### src/hdl/qse_pkg.sv
/*
 questionable status and echo block: shared constants and types.
 assumes a single 100 MHz clock domain.
*/
package qse_pkg;
    // ========================================================
    // questionable register layout
    localparam int unsigned QSE_WIDTH          = 16;
    localparam int unsigned QSE_BIT_CURR_ERR   = 13;
    localparam int unsigned QSE_BIT_VOLT_ERR   = 12;
    localparam int unsigned QSE_BIT_CURR_MODE  = 1;
    localparam int unsigned QSE_BIT_VOLT_MODE  = 0;
    localparam logic [15:0] QSE_LATCH_MASK     = 16'h3000;
    localparam logic [15:0] QSE_LIVE_MASK      = 16'h3003;
    localparam logic [15:0] QSE_MASK_RESET     = 16'h0000;
    localparam int unsigned QSE_STB_SUMMARY    = 3;
    // ========================================================
    // commands from the remote command parser
    typedef enum logic [2:0] {
        QSE_CMD_NONE       = 3'h0,
        QSE_CMD_READ_EVT   = 3'h1,
        QSE_CMD_READ_COND  = 3'h2,
        QSE_CMD_WRITE_MASK = 3'h3,
        QSE_CMD_READ_MASK  = 3'h4,
        QSE_CMD_PRESET     = 3'h5,
        QSE_CMD_TONE       = 3'h6,
        QSE_CMD_READ_ECHO  = 3'h7
    } qse_cmd_e;
    // ========================================================
    // timing and characters
    localparam int unsigned QSE_CLK_MHZ        = 100;
    localparam int unsigned QSE_TONE_US        = 100;
    localparam int unsigned QSE_TONE_CYCLES    = QSE_TONE_US * QSE_CLK_MHZ;
    localparam logic [7:0]  QSE_LINE_TERM      = 8'h0A;
    localparam int unsigned QSE_CHAR_WIDTH     = 8;
endpackage : qse_pkg

### src/hdl/qse_char_if.sv
/*
 valid/ready character channel between echo logic and its buffer.
 assumes both ends share core_clk_i.
*/
`timescale 1ns/1ps
`default_nettype none
interface qse_char_if #(parameter int unsigned W = 8);
    logic         valid;
    logic         ready;
    logic [W-1:0] data;
    modport src (output valid, output data, input ready);
    modport dst (input valid, input data, output ready);
endinterface : qse_char_if
`default_nettype wire

### src/hdl/qse_status_echo.sv
/*
 questionable status registers, summary bit, tone trigger and serial echo.
 assumes commands arrive as one-cycle strobes from a command parser that
 has already decoded the remote strings; serial characters arrive as
 one-cycle strobes and leave over a valid/ready port.
*/
// What this block does
// - the latched event register is read-only and a read returns it whole then clears it.
// - only current error (bit 13) and voltage error (bit 12) ever latch into the events.
// - current mode (bit 1) and voltage mode (bit 0) are never latched, only shown live.
// - current error is bit 13, voltage error bit 12, current mode bit 1, voltage mode bit 0.
// - the live condition register shows each condition as 1 while active, 0 otherwise.
// - both mode bits may read as set together while the supply settles.
// - the mask register selects per bit which conditions may set the event bits.
// - the summary flag sits at bit 3 of the status byte, fed from masked events.
// - the summary flag is the OR of every position with both event and mask set.
// - a mask write loads an integer and a mask query returns it unchanged.
// - the tone command gives a short pulse on the tone output.
// - with echo on, each received character is sent back unless it finds the two-entry buffer full.
// - after echo off, echo continues up to and including the next line terminator.
// - instrument reset leaves the echo setting alone.
// - the echo query answers on while echo is active, including after echo off until the next line terminator, and off after that.
// - the preset command clears the condition register for one cycle; latched events are kept and still reported.
`timescale 1ns/1ps
`default_nettype none
module qse_status_echo
    import qse_pkg::*;
#(
    parameter int unsigned TONE_CYCLES = qse_pkg::QSE_TONE_CYCLES
) (
    // clock and reset
    input  wire logic                          core_clk_i,
    input  wire logic                          reset_i,
    // supply condition inputs
    input  wire logic                          current_error_i,
    input  wire logic                          voltage_error_i,
    input  wire logic                          current_mode_flag_i,
    input  wire logic                          voltage_mode_flag_i,
    // decoded command strobe
    input  wire qse_pkg::qse_cmd_e             cmd_i,
    input  wire logic [qse_pkg::QSE_WIDTH-1:0] cmd_data_i,
    input  wire logic                          instrument_reset_i,
    input  wire logic                          echo_set_i,
    input  wire logic                          echo_on_i,
    // command reply
    output logic                               reply_valid_o,
    output logic [qse_pkg::QSE_WIDTH-1:0]      reply_data_o,
    output logic                               echo_state_o,
    // status byte contribution
    output logic                               summary_o,
    // tone
    output logic                               tone_o,
    // serial characters
    input  wire logic                          rx_valid_i,
    input  wire logic [7:0]                    rx_data_i,
    output logic                               tx_valid_o,
    output logic [7:0]                         tx_data_o,
    input  wire logic                          tx_ready_i,
    output logic                               rx_drop_o
);
    import qse_pkg::*;

    // ========================================================
    // live conditions
    logic [QSE_WIDTH-1:0] raw_cond;
    logic [QSE_WIDTH-1:0] cond_reg;
    logic [QSE_WIDTH-1:0] event_reg;
    logic [QSE_WIDTH-1:0] mask_reg;
    logic                 preset_hold_reg;
    logic                 read_evt;

    always_comb begin
        raw_cond = '0;
        raw_cond[QSE_BIT_CURR_ERR]  = current_error_i;
        raw_cond[QSE_BIT_VOLT_ERR]  = voltage_error_i;
        raw_cond[QSE_BIT_CURR_MODE] = current_mode_flag_i;
        raw_cond[QSE_BIT_VOLT_MODE] = voltage_mode_flag_i;
    end

    // both mode bits pass through independently, so settling shows as 3
    always_ff @(posedge core_clk_i) begin
        if (reset_i) begin
            cond_reg <= '0;
        end else if (cmd_i == QSE_CMD_PRESET) begin
            cond_reg <= '0;
        end else begin
            cond_reg <= raw_cond & QSE_LIVE_MASK;
        end
    end

    // preset also blocks the event capture in the cycle after its own
    always_ff @(posedge core_clk_i) begin
        if (reset_i) begin
            preset_hold_reg <= 1'b0;
        end else begin
            preset_hold_reg <= (cmd_i == QSE_CMD_PRESET);
        end
    end

    // ========================================================
    // latched events
    assign read_evt = (cmd_i == QSE_CMD_READ_EVT);

    // set wins over the read-clear so an event in the read cycle survives
    always_ff @(posedge core_clk_i) begin
        if (reset_i) begin
            event_reg <= '0;
        end else begin
            event_reg <= (read_evt ? '0 : event_reg)
                       | (preset_hold_reg ? '0
                          : (cond_reg & mask_reg & QSE_LATCH_MASK));
        end
    end

    // ========================================================
    // mask register
    always_ff @(posedge core_clk_i) begin
        if (reset_i) begin
            mask_reg <= QSE_MASK_RESET;
        end else if (cmd_i == QSE_CMD_WRITE_MASK) begin
            mask_reg <= cmd_data_i;
        end
    end

    always_ff @(posedge core_clk_i) begin
        if (reset_i) begin
            summary_o <= 1'b0;
        end else begin
            summary_o <= |(event_reg & mask_reg);
        end
    end

    // ========================================================
    // query replies
    always_ff @(posedge core_clk_i) begin
        if (reset_i) begin
            reply_valid_o <= 1'b0;
            reply_data_o  <= '0;
        end else begin
            reply_valid_o <= 1'b1;
            case (cmd_i)
                QSE_CMD_READ_EVT:  reply_data_o <= event_reg;
                QSE_CMD_READ_COND: reply_data_o <= cond_reg;
                QSE_CMD_READ_MASK: reply_data_o <= mask_reg;
                QSE_CMD_READ_ECHO: reply_data_o <= {{(QSE_WIDTH-1){1'b0}}, echo_state_o};
                default: begin
                    reply_valid_o <= 1'b0;
                    reply_data_o  <= reply_data_o;
                end
            endcase
        end
    end

    // ========================================================
    // tone
    qse_tone_gen #(
        .CYCLES (TONE_CYCLES)
    ) u_tone (
        .core_clk_i (core_clk_i),
        .reset_i    (reset_i),
        .trigger_i  (cmd_i == QSE_CMD_TONE),
        .tone_o     (tone_o)
    );

    // ========================================================
    // serial echo
    logic echo_req_reg;
    logic echoing;

    // instrument reset is deliberately not a term here
    always_ff @(posedge core_clk_i) begin
        if (reset_i) begin
            echo_req_reg <= 1'b0;
        end else if (echo_set_i) begin
            echo_req_reg <= echo_on_i;
        end
    end

    // echo stays active after off until a terminator passes
    always_ff @(posedge core_clk_i) begin
        if (reset_i) begin
            echo_state_o <= 1'b0;
        end else if (echo_set_i && echo_on_i) begin
            echo_state_o <= 1'b1;
        end else if (!echo_req_reg && !(echo_set_i && echo_on_i)
                     && rx_valid_i && rx_data_i == QSE_LINE_TERM) begin
            echo_state_o <= 1'b0;
        end else if (instrument_reset_i) begin
            echo_state_o <= echo_state_o;
        end
    end

    assign echoing = echo_state_o || (echo_set_i && echo_on_i);

    qse_char_if #(.W(QSE_CHAR_WIDTH)) in_ch ();
    qse_char_if #(.W(QSE_CHAR_WIDTH)) out_ch ();

    assign in_ch.valid  = rx_valid_i && echoing;
    assign in_ch.data   = rx_data_i;

    qse_skid_buf #(
        .W     (QSE_CHAR_WIDTH),
        .DEPTH (2)
    ) u_buf (
        .core_clk_i (core_clk_i),
        .reset_i    (reset_i),
        .in_ch      (in_ch),
        .out_ch     (out_ch)
    );

    // registered output stage; takes a new word when empty or being taken
    assign out_ch.ready = !tx_valid_o || tx_ready_i;

    always_ff @(posedge core_clk_i) begin
        if (reset_i) begin
            tx_valid_o <= 1'b0;
            tx_data_o  <= '0;
        end else if (out_ch.ready) begin
            tx_valid_o <= out_ch.valid;
            tx_data_o  <= out_ch.data;
        end
    end

    // a character that finds the buffer full cannot be held upstream
    always_ff @(posedge core_clk_i) begin
        if (reset_i) begin
            rx_drop_o <= 1'b0;
        end else begin
            rx_drop_o <= in_ch.valid && !in_ch.ready;
        end
    end
endmodule : qse_status_echo
`default_nettype wire

### src/hdl/qse_skid_buf.sv
/*
 two-entry buffer on the echo character path.
 assumes synchronous active-high reset; out side may stall.
*/
`timescale 1ns/1ps
`default_nettype none
module qse_skid_buf #(
    parameter int unsigned W     = 8,
    parameter int unsigned DEPTH = 2
) (
    // clock and reset
    input  wire logic core_clk_i,
    input  wire logic reset_i,
    // channels
    qse_char_if.dst   in_ch,
    qse_char_if.src   out_ch
);
    localparam int unsigned AW = (DEPTH > 1) ? $clog2(DEPTH) : 1;
    logic [W-1:0]  mem_reg [DEPTH];
    logic [AW-1:0] wr_ptr_reg;
    logic [AW-1:0] rd_ptr_reg;
    logic [AW:0]   cnt_reg;
    logic          push;
    logic          pop;

    assign in_ch.ready  = (cnt_reg != (AW+1)'(DEPTH));
    assign out_ch.valid = (cnt_reg != '0);
    assign out_ch.data  = mem_reg[rd_ptr_reg];
    assign push = in_ch.valid && in_ch.ready;
    assign pop  = out_ch.valid && out_ch.ready;

    always_ff @(posedge core_clk_i) begin
        if (push) begin
            mem_reg[wr_ptr_reg] <= in_ch.data;
        end
    end

    always_ff @(posedge core_clk_i) begin
        if (reset_i) begin
            wr_ptr_reg <= '0;
            rd_ptr_reg <= '0;
            cnt_reg    <= '0;
        end else begin
            if (push) begin
                wr_ptr_reg <= (wr_ptr_reg == AW'(DEPTH-1)) ? '0 : wr_ptr_reg + 1'b1;
            end
            if (pop) begin
                rd_ptr_reg <= (rd_ptr_reg == AW'(DEPTH-1)) ? '0 : rd_ptr_reg + 1'b1;
            end
            case ({push, pop})
                2'b10:   cnt_reg <= cnt_reg + 1'b1;
                2'b01:   cnt_reg <= cnt_reg - 1'b1;
                default: cnt_reg <= cnt_reg;
            endcase
        end
    end
endmodule : qse_skid_buf
`default_nettype wire

### src/hdl/qse_tone_gen.sv
/*
 one-shot tone pulse generator.
 assumes a one-cycle trigger; a retrigger restarts the pulse.
*/
`timescale 1ns/1ps
`default_nettype none
module qse_tone_gen #(
    parameter int unsigned CYCLES = 10000
) (
    // clock and reset
    input  wire logic core_clk_i,
    input  wire logic reset_i,
    // control
    input  wire logic trigger_i,
    output var  logic tone_o
);
    logic [$clog2(CYCLES+1)-1:0] left_reg;

    always_ff @(posedge core_clk_i) begin
        if (reset_i) begin
            left_reg <= '0;
            tone_o   <= 1'b0;
        end else if (trigger_i) begin
            left_reg <= ($clog2(CYCLES+1))'(CYCLES - 1);
            tone_o   <= 1'b1;
        end else if (left_reg != '0) begin
            left_reg <= left_reg - 1'b1;
        end else begin
            tone_o <= 1'b0;
        end
    end
endmodule : qse_tone_gen
`default_nettype wire

### config.mk
export PLATFORM = sky130hd
export DESIGN_NAME = qse_status_echo
export DESIGN_NICKNAME = d
export VERILOG_FILES = /design/src/hdl/qse_pkg.sv /design/src/hdl/qse_char_if.sv /design/src/hdl/qse_status_echo.sv /design/src/hdl/qse_skid_buf.sv /design/src/hdl/qse_tone_gen.sv
export SDC_FILE = /design/constraint.sdc
export NUM_CORES = 1
export LEC_CHECK = 0
export CAP_MARGIN = 40
export CORE_ASPECT_RATIO = 1.25
export CORE_MARGIN = 4
export CORE_UTILIZATION = 54
export CTS_CLUSTER_DIAMETER = 30
export DETAILED_ROUTE_END_ITERATION = 10
export DONT_BUFFER_PORTS = 1
export GPL_ROUTABILITY_DRIVEN = 1
export HOLD_SLACK_MARGIN = 0.08
export PLACE_DENSITY = 0.8
export SETUP_SLACK_MARGIN = 0.2
export SLEW_MARGIN = 20
export SYNTH_ARGS = -nofsm -noshare
export SYNTH_HDL_FRONTEND = slang
export SYNTH_SLANG_ARGS = --single-unit
export TNS_END_PERCENT = 10
### constraint.sdc
create_clock -name core_clk_i -period 2.9 [get_ports core_clk_i]
set_clock_uncertainty 0.2 [all_clocks]
set_input_delay 0.58 -clock core_clk_i [delete_from_list [all_inputs] [get_ports core_clk_i]]
set_output_delay 0.58 -clock core_clk_i [all_outputs]
set_load 0.05 [all_outputs]
==> results of run 1 <==
## worst max-delay path, delay by kind of cell (launching register included)
family	cells	cell delay, ns
flops	1	0.65
simple gates	2	0.55
fa+ha+maj	1	0.34
compound gates	2	0.31
## kinds of logic after synthesis
group / count (synthesis) / share of synthesized area, %
xor+xnor: 8 / 2.02
mux: 10 / 2.88
compound gates: 84 / 15.0
simple gates: 132 / 20.6
buf+inv: 28 / 3.56
flops: 88 / 55.3
fa+ha+maj: 2 / 0.720
## synth_stat cells, drive strengths merged, types with 2 or more instances
library cell	number	area, sq um
a21oi	36	180
clkbuf	11	41.3
a211oi	9	67.6
o31ai	5	37.5
inv	7	26.3
mux2i	10	100
nor3b	2	26.3
or3	3	20.0
a31oi	5	31.3
nand2	44	168
and3	3	18.8
nand4	2	12.5
xnor2	6	52.6
nor4	7	80.1
xor2	2	17.5
buf	10	56.3
a22oi	13	97.6
nor2	35	131
and2	6	37.5
nor3	4	20.0
dfxtp	72	1440
o21ai	8	40.0
a221oi	2	17.5
nand3	3	15.0
nand3b	7	52.6
ha	2	25.0
or4	5	45.0
nand2b	4	25.0
edfxtp	16	480
## area by class of cell
class | count | area (sq um) | share of cell area [%]
tap | 85 | 106 | 2.82
clock buffer | 10 | 128 | 3.39
multi-input combinational | 236 | 1430 | 37.9
timing repair buffer | 9 | 82.6 | 2.19
sequential | 88 | 1920 | 51.0
clock inverter | 6 | 75.1 | 1.99
inverter | 7 | 26.3 | 0.697
## worst min-delay path by stage
stage,startpoint,end,slack [ns],cells after the start
floorplan,mask_reg[0]$_SDFFE_PP0N_,mask_reg[0]$_SDFFE_PP0N_,0.23,2
global placement,mask_reg[0]$_SDFFE_PP0N_,mask_reg[0]$_SDFFE_PP0N_,0.23,2
detailed placement,mask_reg[0]$_SDFFE_PP0N_,mask_reg[0]$_SDFFE_PP0N_,0.24,2
CTS,reset_i,tx_data_o[4]$_SDFFE_PP0N_,0.08,1
global route,reset_i,reply_data_o[0]$_SDFFE_PP0P_,0.08,1
finish,reset_i,u_tone.tone_o$_SDFFE_PP0P_,0.1,1
## power by group through the flow
| stage | clock (mW) | combinational (mW) | sequential, mW |
|---|---|---|---|
| 2_1_floorplan | 0 | 0.832 | 1.71 |
| 4_1_cts | 0.871 | 0.915 | 1.76 |
| 3_3_place_gp | 0 | 0.864 | 1.78 |
| 6_report | 0.855 | 0.922 | 1.76 |
| 3_5_place_dp | 0 | 0.895 | 1.79 |
| 5_1_grt | 0.925 | 1.02 | 1.79 |
## cell usage in the layout (no fill, tap or decap), types with 5 or more instances in the layout
cell,netlist,routed
edfxtp_1,16,16
nand3b_1,7,7
o31ai_1,5,5
dlygate4sd3_1,0,6
clkbuf_8,0,9
a22oi_1,13,13
nand2_1,43,43
a211oi_1,9,9
nor2_1,35,35
dfxtp_1,72,72
a31oi_1,5,5
inv_1,7,7
a21oi_1,36,36
mux2i_1,10,10
and2_1,6,6
o21ai_0,8,8
xnor2_1,6,6
## per-stage QoR
step                      hold WS (ns)  util [%]
after floorplan                  0.232         -
after global placement           0.233      56.5
after detailed placement         0.237      56.5
after CTS                       0.0800      60.4
after global routing            0.0826      60.7
final                           0.0995      60.7
## routing by layer
metal  up-vias  global-route usage, %
met5         -                      0
met1      1204                   20.8
met4         0                   8.32
met2        72                   31.6
met3        12                   8.16
li1       1267                      -
## timing repair
item,CTS,global route
hold buffers,4,2
buffers inserted,0,0
hold endpoints to repair,9,4
==> results.md, run 1 <==
- Clk Latency, worst-skew pair: ~0.35 ns
- Final Hold Vio Count: 0
- First-pass detailed-route iteration total: 4
- Stage delay of the slowest cell on the critical path: between 0.6 and 0.7 ns
- Number of placed cells counting well taps: roughly 420
- Share of total power in sequential cells: approximately half
- Fmax achieved: between 0.4 and 0.5 GHz
- Yosys warning count: 0
- # H-tree levels: 3
- Internal power: roughly 2.3 mW
- Die ar.: a little under 0.008 sq mm
- Max transition margin: between 50 and 60%
- Aggregate negative setup slack: 0 ns
- Minimum period implied by the final worst setup slack: around 2.1 ns
- Maximum number of pins on one net before global-route repair: 54
- Iteration-0 DRC count of the detailed router: 150
- Cell count after synthesis: roughly 350
- Number of antenna violations at the first check in global routing: 0
- Sinks on the clock net: 88
- Total number of vias: 2555
- Switching Share: between 30 and 40%
- Routed WL: roughly 7200 um
- GPL Wtd Cong: about 0.77
- Final slew viol count: 0
- Post-cts resize count: 0
- Share of post-route cells with drive strength above 1: under 10%
- Post-Place Cell Area: ~0.0035 sq mm
- Height of the chip: between 90 and 100 um
- End of the worst register-to-register path: u_buf.cnt_reg[1]$_SDFFE_PP0P_
- HP Class: input port to flip-flop
- Launching point of the worst reg2reg path: tx_valid_o$_SDFFE_PP0N_
- Avg Synthesized Cell Area: around 9.9 sq um
- Worst setup SP type: flip-flop
- Max-cap viol count: 0
- Synthesized netlist net count: 392
- Routed length on met1: 2780 um
- Count of inserted antenna diode cells: 0
- Highest layer used for signal routing: met4
- Setup repair after global routing missed its margin: false
- Layout filler cell count: 540
- TritonCTS clock tree: built
- Slowest cell on the critical path: dfxtp_1
- Drc violations: 0
- Period utilization: 73.0%
- Number of buffers between clock root and the deepest sink: 2
- Post-Synthesis Cell Area: 0.00348 sq mm
- Global-route wire length before repair: 11600 um
- CTS root buf: clkbuf_8
- Measured slew at the worst slew-check pin: roughly 0.69 ns
- NumNets Final: 391
- Most instantiated flip-flop cell in the synthesis netlist: dfxtp_1
- Met3 wire length: 654 um
- Vias in the first global route: around 2500
- Final antenna-violating net count: 0
- Reg-to-reg setup timing slack: 0.78 ns
- Netlist cell types: 50
- Maximum vdd drop: ~0.56 mV
- Setup Slack @ Placement: 0.725 ns
- Sequential share of the synthesized area: approximately 55%
- Overall routing resource usage: approximately a fifth
- Crit path DAT: around 2.2 ns
- Leak pwr: roughly 1.3 nW
- Kind of critical path: flip-flop to flip-flop
- Number of placement rows: 32
- Final cell area excluding filler cells: between 0.003 and 0.004 sq mm
- Max Fanout on Critical Path: 3
- Element type at the critical path end: flip-flop
- Clock slew at reported path FFs: approximately 0.090 ns
- Relative area change from synthesis to final layout: 8.46%
- Chain of cells forming the critical path: nand2b_1 > o21a_1 > ha_1 > or3_1 > a21oi_1
- Logic depth of the worst register-to-register path: 5
- Total power: between 3 and 4 mW
- Post-DR wirelength/cell: between 15 and 20 um
- Ys async rst share: 0%
- Least setup slack across all paths after layout: approximately 0.78 ns
- Post-route non-filler standard cell count: between 400 and 500
- Die width: 79.8 um
- Number of buffers inserted by port buffering: 0
- Setup crit end: u_buf.cnt_reg[1]$_SDFFE_PP0P_
- Startpoint of the most critical setup path: tx_valid_o$_SDFFE_PP0N_
- Met2 WL post-DR: between 3000 and 4000 um
- Share of power burned in the clock network: about 24%
- Run status: finished, final reports clean
- Core ar.: 0.00621 sq mm
- Share of power burned in combinational logic: 26.1%
- Effective utilization at floorplan: 56.0%
- Cell Pwr Density: about 940 mW/mm^2
- Switch Pwr: about 1.3 mW
- CP required: between 2 and 3 ns
- Post-synth EDFFs: 16
- Via density per instance: about 5.8
- TritonCTS Buffers: 9
- Setup violations, final: 0
- Flop and latch count out of synthesis: 88
- Grt total ovfl: 0
- Boundary pin count: 68
- Half-perimeter wire length after detailed placement: ~4800 um
Power figures use the tool's default switching activity.
==> run 2: changes to the inputs <==
--- a/config.mk
+++ b/config.mk
@@ -5,6 +5,7 @@
 export SDC_FILE = /design/constraint.sdc
 export NUM_CORES = 1
 export LEC_CHECK = 0
+export ABC_AREA = 1
 export CAP_MARGIN = 40
 export CORE_ASPECT_RATIO = 1.25
 export CORE_MARGIN = 4
==> constraint.sdc (replaced) <==
create_clock -name core_clk_i -period 2.14 [get_ports core_clk_i]
set_clock_uncertainty 0.2 [all_clocks]
set_input_delay 0.428 -clock core_clk_i [delete_from_list [all_inputs] [get_ports core_clk_i]]
set_output_delay 0.428 -clock core_clk_i [all_outputs]
set_load 0.05 [all_outputs]
==> run 2 against run 1 <==
Compared with the run above:
- routed wire length increased by 11%
- highest routed layer unchanged
- die area increased by 0.42%
- clock-buffer cell count decreased by 1
- synthesized cell count increased by 22%
- largest cell class unchanged
- hold slack improved by 0.014 ns
- via count increased by 15%
- register-to-register slack got worse by 0.47 ns
- global-route usage increased by 2.7 points
- total power increased by 37%
- area after synthesis increased by 0.47%
- largest power group unchanged
==> results.md, run 2 <==
- Run status: finished, final reports clean (unchanged)
- Minimum period implied by the final worst setup slack: 1.82 ns (was 2.12 ns)
- CTS root buf: clkbuf_8 (unchanged)
- Count of inserted antenna diode cells: 0 (unchanged)
- Largest family of logic cells by synthesized area: simple AND/OR/NAND/NOR gates (unchanged)
- Final slew viol count: 0 (unchanged)
- Half-perimeter wire length after detailed placement: 4980 um (was 4760 um)
- Share of the synthesized area in the top cell type: 41.3% (was 41.5%)
- Met3 wire length: 529 um (was 654 um)
- CP required: 2.22 ns (was 2.99 ns)
- Clk Latency, worst-skew pair: 0.36 ns (was 0.35 ns)
- GPL Wtd Cong: 0.886 (was 0.775)
- Cell Pwr Density: 1170 mW/mm^2 (was 939 mW/mm^2)
- Setup repair after global routing missed its margin: true (was false)
- Final antenna-violating net count: 0 (unchanged)
- Simple-gate share of the synthesized area: 23.4% (was 20.6%)
- Most used standard cell by instance count after synthesis: nand2_1 (was dfxtp_1)
- Top library cells by usage in the layout, fill and taps aside: nand2_1 (81), nor2_1 (71), dfxtp_1 (71) (was dfxtp_1 (72), nand2_1 (43), a21oi_1 (36))
- Setup Fix Bufs, Post-CTS: 0 (unchanged)
- Die ar.: 0.00783 sq mm (was 0.00779 sq mm)
- Worst setup SP type: flip-flop (unchanged)
- Met2 WL post-DR: 4260 um (was 3680 um)
- Overall routing resource usage: 21.7% (was 19.0%)
- Share of post-route cells with drive strength above 1: 10.6% (was 7.87%)
- Yosys warning count: 0 (unchanged)
- Number of buffers between clock root and the deepest sink: 2 (unchanged)
- Via density per instance: 5.28 (was 5.79)
- Number of placement rows: 32 (unchanged)
- Element type at the critical path end: flip-flop (unchanged)
- Netlist cell types: 32 (was 50)
- Kind of critical path: flip-flop to flip-flop (unchanged)
- Grt total ovfl: 0 (unchanged)
- Core ar.: 0.00625 sq mm (was 0.00621 sq mm)
- Iteration-0 DRC count of the detailed router: 194 (was 150)
- Post-synthesis cell type with the largest combined area: dfxtp_1 (unchanged)
- Setup violations, final: 0 (unchanged)
- Effective utilization at floorplan: 55.9% (was 56.0%)
- Fmax achieved: 0.548 GHz (was 0.472 GHz)
- Crit path DAT: 1.90 ns (was 2.21 ns)
- Measured slew at the worst slew-check pin: 0.548 ns (was 0.693 ns)
- Highest layer used for signal routing: met4 (unchanged)
- Maximum number of pins on one net before global-route repair: 32 (was 54)
- Sequential share of the synthesized area: 55.0% (was 55.3%)
- Worst hold path depth: 3 (was 1)
- Number of buffers inserted by port buffering: 0 (unchanged)
- Final Hold Vio Count: 0 (unchanged)
- Worst Hold Slack: 0.113 ns (was 0.0995 ns)
- First-pass detailed-route iteration total: 5 (was 4)
- Maximum vdd drop: 0.775 mV (was 0.563 mV)
- Aggregate negative setup slack: 0 ns (unchanged)
- Sinks on the clock net: 88 (unchanged)
- Total number of vias: 2945 (was 2555)
- Max transition margin: 63.4% (was 53.6%)
- # H-tree levels: 3 (unchanged)
- Routed length on met1: 3050 um (was 2780 um)
- Number of antenna violations at the first check in global routing: 0 (unchanged)
- Max-cap viol count: 0 (unchanged)
- Die width: 79.9 um (was 79.8 um)
- Commonest non-fill, non-tap cell in the layout: nand2_1 (was dfxtp_1)
- Fraction of synthesized cell area in xor and xnor cells: 1.00% (was 2.02%)
- Most instantiated flip-flop cell in the synthesis netlist: dfxtp_1 (unchanged)
- Relative area change from synthesis to final layout: 19.1% (was 8.46%)
- Post-synth EDFFs: 16 (unchanged)
- Boundary pin count: 68 (unchanged)
- Height of the chip: 97.9 um (was 97.7 um)
- Fraction of the mapped netlist area in adder cells: 0.717% (was 0.720%)
- Ys async rst share: 0% (unchanged)
- Largest cells by area after synthesis: dfxtp_1 (41%), edfxtp_1 (14%), nand2_1 (8.8%) (was dfxtp_1 (41%), edfxtp_1 (14%), a21oi_1 (5.2%))
- Synth cell count leaders: nand2_1 (82), dfxtp_1 (72), nor2_1 (71) (was dfxtp_1 (72), nand2_1 (43), a21oi_1 (36))
- HP Class: input port to flip-flop (unchanged)
- Leak pwr: 1.70 nW (was 1.31 nW)
- Share of synthesized area spent on multiplexers: 0% (was 2.88%)
- Cell count after synthesis: 428 (was 352)
- Flop and latch count out of synthesis: 88 (unchanged)
- Max Fanout on Critical Path: 5 (was 3)
- Post-DR wirelength/cell: 14.5 um (was 16.4 um)
- Area fraction in compound gates after synthesis: 13.0% (was 15.0%)
- Synthesized netlist net count: 468 (was 392)
- Logic depth of the worst register-to-register path: 7 (was 5)
- NumNets Final: 508 (was 391)
- Routed WL: 8070 um (was 7250 um)
- Drc violations: 0 (unchanged)
- Avg Synthesized Cell Area: 8.16 sq um (was 9.87 sq um)
- Global-route wire length before repair: 13400 um (was 11600 um)
- Post-Synthesis Cell Area: 0.00349 sq mm (was 0.00348 sq mm)
- Vias in the first global route: 2968 (was 2484)
- Clock slew at reported path FFs: 0.08 ns (was 0.09 ns)
- Period utilization: 85.3% (was 73.0%)
- TritonCTS Buffers: 9 (unchanged)
- TritonCTS clock tree: built (unchanged)
-- run 2: cell count changes in the layout (fill, tap and decap cells not counted), sizes merged, moves of 6 or more --
cell         previous run  this run
a22oi                  13         0
a211oi                  9         0
nor2                   35        72
mux2i                  10         0
o21ai                   8        32
nor4                    7         1
dlygate4sd3             6        33
inv                    10        46
nand3                   3        20
nand2                  44        91
nand3b                  7         1
buf                     3         9
-- run 2: cells by family after synthesis --
kind of cell | Yosys count
AO/OA/AOI/OAI | 81
XOR/XNOR | 4
adder cells (fa/ha/maj) | 2
buffers and inverters | 58
flip-flops | 88
AND/OR/NAND/NOR | 195
-- run 2: worst paths after layout --
kind | to | slack (ns) | from
worst min-delay path | u_tone.left_reg[0]$_SDFFE_PP0P_ | 0.11 | reset_i
worst max register to register | u_buf.cnt_reg[1]$_SDFFE_PP0P_ | 0.32 | u_buf.cnt_reg[0]$_SDFFE_PP0P_
worst min register to register | mask_reg[0]$_SDFFE_PP0N_ | 0.26 | mask_reg[0]$_SDFFE_PP0N_
worst max-delay path | u_buf.cnt_reg[1]$_SDFFE_PP0P_ | 0.32 | u_buf.cnt_reg[0]$_SDFFE_PP0P_
-- run 2: area by class of cell --
type / instances / area (sq um)
Clock inverter: 7 / 93.8
Multi-Input combinational cell: 282 / 1330
Fill cell: 518 / 2090
Tap cell: 85 / 106
Sequential cell: 88 / 1920
Inverter: 45 / 169
Clock buffer: 9 / 124
Timing Repair Buffer: 42 / 410
-- run 2: layer usage --
layer / vias to the layer above / track usage [%]
li1: 1459 / -
met5: - / 0
met1: 1358 / 23.9
met3: 24 / 6.37
met4: 0 / 9.62
met2: 104 / 37.9
-- run 2: worst max-delay path, stage by stage, from the launching register on --
cell and delay, ns:
dfxtp_1 0.39, inv_1 0.08, nand2_1 0.10, nand3_1 0.19
ha_1 0.37, nor2_1 0.16, a21oi_1 0.09, nor3_1 0.16
-- run 2: stage by stage --
stage / util, % / power [mW] / std cells / setup slack (ns) / area [sq um]
floorplan: - / 3.31 / 428 / 0.208 / 3490
detailed placement: 57.5 / 3.54 / 508 / 0.286 / 3590
CTS: 66.6 / 4.84 / 558 / 0.265 / 4160
finish: 66.6 / 4.86 / 558 / 0.315 / 4160
global placement: 57.5 / 3.49 / 508 / 0.345 / 3590
global route: 66.6 / 5.19 / 558 / 0.176 / 4160
-- run 2: what timing repair did --
item / in CTS / in global routing
endpoints found under the hold margin: 68 / 0
hold buffers: 34 / 0
resized for setup: 0 / 2
setup endpoints to repair: 0 / 10
-- run 2: report_power, final --
| part | total [mW] | switching (mW) | internal, mW |
|---|---|---|---|
| logic | 1.32 | 0.821 | 0.496 |
| registers | 2.30 | 0.369 | 1.93 |
| clock network | 1.25 | 0.586 | 0.660 |
| total | 4.86 | 1.78 | 3.08 |
==> run 3: changes to the inputs <==
--- a/config.mk
+++ b/config.mk
@@ -6,16 +6,17 @@
 export NUM_CORES = 1
 export LEC_CHECK = 0
 export ABC_AREA = 1
+export BUFFER_PORTS_ARGS = -buffer_cell sky130_fd_sc_hd__buf_2
 export CAP_MARGIN = 40
 export CORE_ASPECT_RATIO = 1.25
 export CORE_MARGIN = 4
 export CORE_UTILIZATION = 54
 export CTS_CLUSTER_DIAMETER = 30
 export DETAILED_ROUTE_END_ITERATION = 10
-export DONT_BUFFER_PORTS = 1
 export GPL_ROUTABILITY_DRIVEN = 1
+export GPL_TIMING_DRIVEN = 0
 export HOLD_SLACK_MARGIN = 0.08
-export PLACE_DENSITY = 0.8
+export PLACE_DENSITY = 0.89
 export SETUP_SLACK_MARGIN = 0.2
 export SLEW_MARGIN = 20
 export SYNTH_ARGS = -nofsm -noshare
==> run 3 against run 2 <==
Compared with the run above:
- cell area is 1.8% higher
- clock-buffer cell count is 1 higher
- total power is 0.76% higher
- sequential share of layout area is 0.83 points lower
- sequential cell count stayed put
- critical endpoint is now u_tone.left_reg[9]$_SDFFE_PP0P_
- hold slack worse by 0.015 ns
- register-to-register slack hardly changed
- highest routed layer unchanged
- worst setup slack worse by 0.012 ns
- die area stayed put
- largest cell class unchanged
- non-clock buffer count is 46 higher
- routed wire length is 0.61% lower
- via count is 5.8% higher
==> results.md, run 3 (synthesized netlist as in run 2, its figures left out) <==
- Run status: finished, final reports clean (unchanged)
- Commonest non-fill, non-tap cell in the layout: nand2_1 (unchanged)
- Element type at the critical path end: flip-flop (unchanged)
- Fmax achieved: 0.544 GHz (was 0.548 GHz)
- Period utilization: 85.8% (was 85.3%)
- Max-cap viol count: 0 (unchanged)
- NumNets Final: 554 (was 508)
- Drc violations: 0 (unchanged)
- Routed length on met1: 3230 um (was 3050 um)
- Iteration-0 DRC count of the detailed router: 211 (was 194)
- HP Class: input port to flip-flop (unchanged)
- Cell Pwr Density: 1160 mW/mm^2 (was 1170 mW/mm^2)
- Global-route wire length before repair: 13100 um (was 13400 um)
- Maximum vdd drop: 0.637 mV (was 0.775 mV)
- Number of buffers between clock root and the deepest sink: 2 (unchanged)
- Post-DR wirelength/cell: 13.3 um (was 14.5 um)
- Overall routing resource usage: 21.5% (was 21.7%)
- CP required: 2.16 ns (was 2.22 ns)
- Clk Latency, worst-skew pair: 0.35 ns (was 0.36 ns)
- Routed WL: 8020 um (was 8070 um)
- Worst setup SP type: flip-flop (unchanged)
- TritonCTS Buffers: 9 (unchanged)
- Leak pwr: 1.88 nW (was 1.70 nW)
- Grt total ovfl: 0 (unchanged)
- CTS root buf: clkbuf_8 (unchanged)
- Highest layer used for signal routing: met4 (unchanged)
- Effective utilization at floorplan: 55.9% (unchanged)
- Number of buffers inserted by port buffering: 66 (was 0)
- Setup violations, final: 0 (unchanged)
- Die ar.: 0.00783 sq mm (unchanged)
- Vias in the first global route: 2928 (was 2968)
- Count of inserted antenna diode cells: 0 (unchanged)
- Setup repair after global routing missed its margin: true (unchanged)
- Max Fanout on Critical Path: 10 (was 5)
- # H-tree levels: 3 (unchanged)
- Aggregate negative setup slack: 0 ns (unchanged)
- Core ar.: 0.00625 sq mm (unchanged)
- Number of placement rows: 32 (unchanged)
- Via density per instance: 5.16 (was 5.28)
- Met2 WL post-DR: 4140 um (was 4260 um)
- First-pass detailed-route iteration total: 5 (unchanged)
- Met3 wire length: 432 um (was 529 um)
- Setup Fix Bufs, Post-CTS: 0 (unchanged)
- Sinks on the clock net: 88 (unchanged)
- Relative area change from synthesis to final layout: 21.3% (was 19.1%)
- GPL Wtd Cong: 0.875 (was 0.886)
- TritonCTS clock tree: built (unchanged)
- Clock slew at reported path FFs: 0.08 ns (about the same)
- Minimum period implied by the final worst setup slack: 1.84 ns (was 1.82 ns)
- Boundary pin count: 68 (unchanged)
- Top library cells by usage in the layout, fill and taps aside: nand2_1 (82), nor2_1 (71), dfxtp_1 (71) (was nand2_1 (81), nor2_1 (71), dfxtp_1 (71))
- Max transition margin: 50.9% (was 63.4%)
- Total number of vias: 3116 (was 2945)
- Half-perimeter wire length after detailed placement: 5720 um (was 4980 um)
- Die width: 79.9 um (unchanged)
- Setup Slack @ Placement: 0.0608 ns (was 0.286 ns)
- Final slew viol count: 0 (unchanged)
- Maximum number of pins on one net before global-route repair: 15 (was 32)
- Crit path DAT: 1.85 ns (was 1.90 ns)
- Measured slew at the worst slew-check pin: 0.737 ns (was 0.548 ns)
- Share of post-route cells with drive strength above 1: 21.2% (was 10.6%)
- Number of antenna violations at the first check in global routing: 0 (unchanged)
- Height of the chip: 97.9 um (unchanged)
- Least setup slack across all paths after layout: 0.303 ns (was 0.315 ns)
- Final antenna-violating net count: 0 (unchanged)
- Final Hold Vio Count: 0 (unchanged)
- Kind of critical path: flip-flop to flip-flop (unchanged)
[run 3: layer usage]
metal / vias to the layer above / track usage (%)
li1: 1552 / -
met1: 1449 / 24.9
met2: 96 / 37.8
met3: 19 / 3.69
met4: 0 / 10.3
met5: - / 0
[run 3: worst max-delay path, cell delays in order (launching register included)]
cell	delay (ns)
dfxtp_1	0.35
inv_1	0.09
ha_1	0.27
nand2_1	0.17
nor2_4	0.18
nand2_1	0.08
buf_2	0.19
nand3_1	0.10
a21oi_1	0.06
[run 3: worst paths after layout]
path	start	endpoint	slack [ns]	cells past startpoint
setup / recovery	u_tone.left_reg[1]$_SDFFE_PP0P_	u_tone.left_reg[9]$_SDFFE_PP0P_	0.30	8
hold / removal	cmd_data_i[7]	mask_reg[7]$_SDFFE_PP0N_	0.1	3
setup reg to reg	u_tone.left_reg[1]$_SDFFE_PP0P_	u_tone.left_reg[9]$_SDFFE_PP0P_	0.30	8
hold reg to reg	mask_reg[0]$_SDFFE_PP0N_	mask_reg[0]$_SDFFE_PP0N_	0.26	2
[run 3: cell type report]
type / instances / area [sq um]
sequential: 88 / 1920
clock buffer: 10 / 128
multi-input combinational: 282 / 1340
clock inverter: 6 / 83.8
timing repair buffer: 75 / 420
inverter: 45 / 169
buffer: 13 / 70.1
tap: 85 / 106
fill: 504 / 2010
[run 3: report_power, final]
group          internal (mW)  total [mW]  switching [mW]
clock network          0.652        1.22           0.565
registers               1.93        2.10           0.173
logic                  0.530        1.58            1.05
[run 3: through the flow]
step                      utilization, %  hold slack (ns)  area (sq um)  std cells  total power [mW]
after global placement              62.9            0.246          3930        579              3.59
final                               67.8           0.0987          4240        604              4.90
after floorplan                        -            0.230          3490        428              3.31
after detailed placement            62.9            0.251          3930        579              3.65
after CTS                           67.7           0.0886          4230        604              4.87
after global routing                67.8           0.0916          4240        604              5.22
[run 3: what timing repair did]
item / CTS / global route
setup endpoints to repair: 0 / 8
gates resized for setup: 0 / 2
endpoints found under the hold margin: 17 / 0
hold buffers: 9 / 0
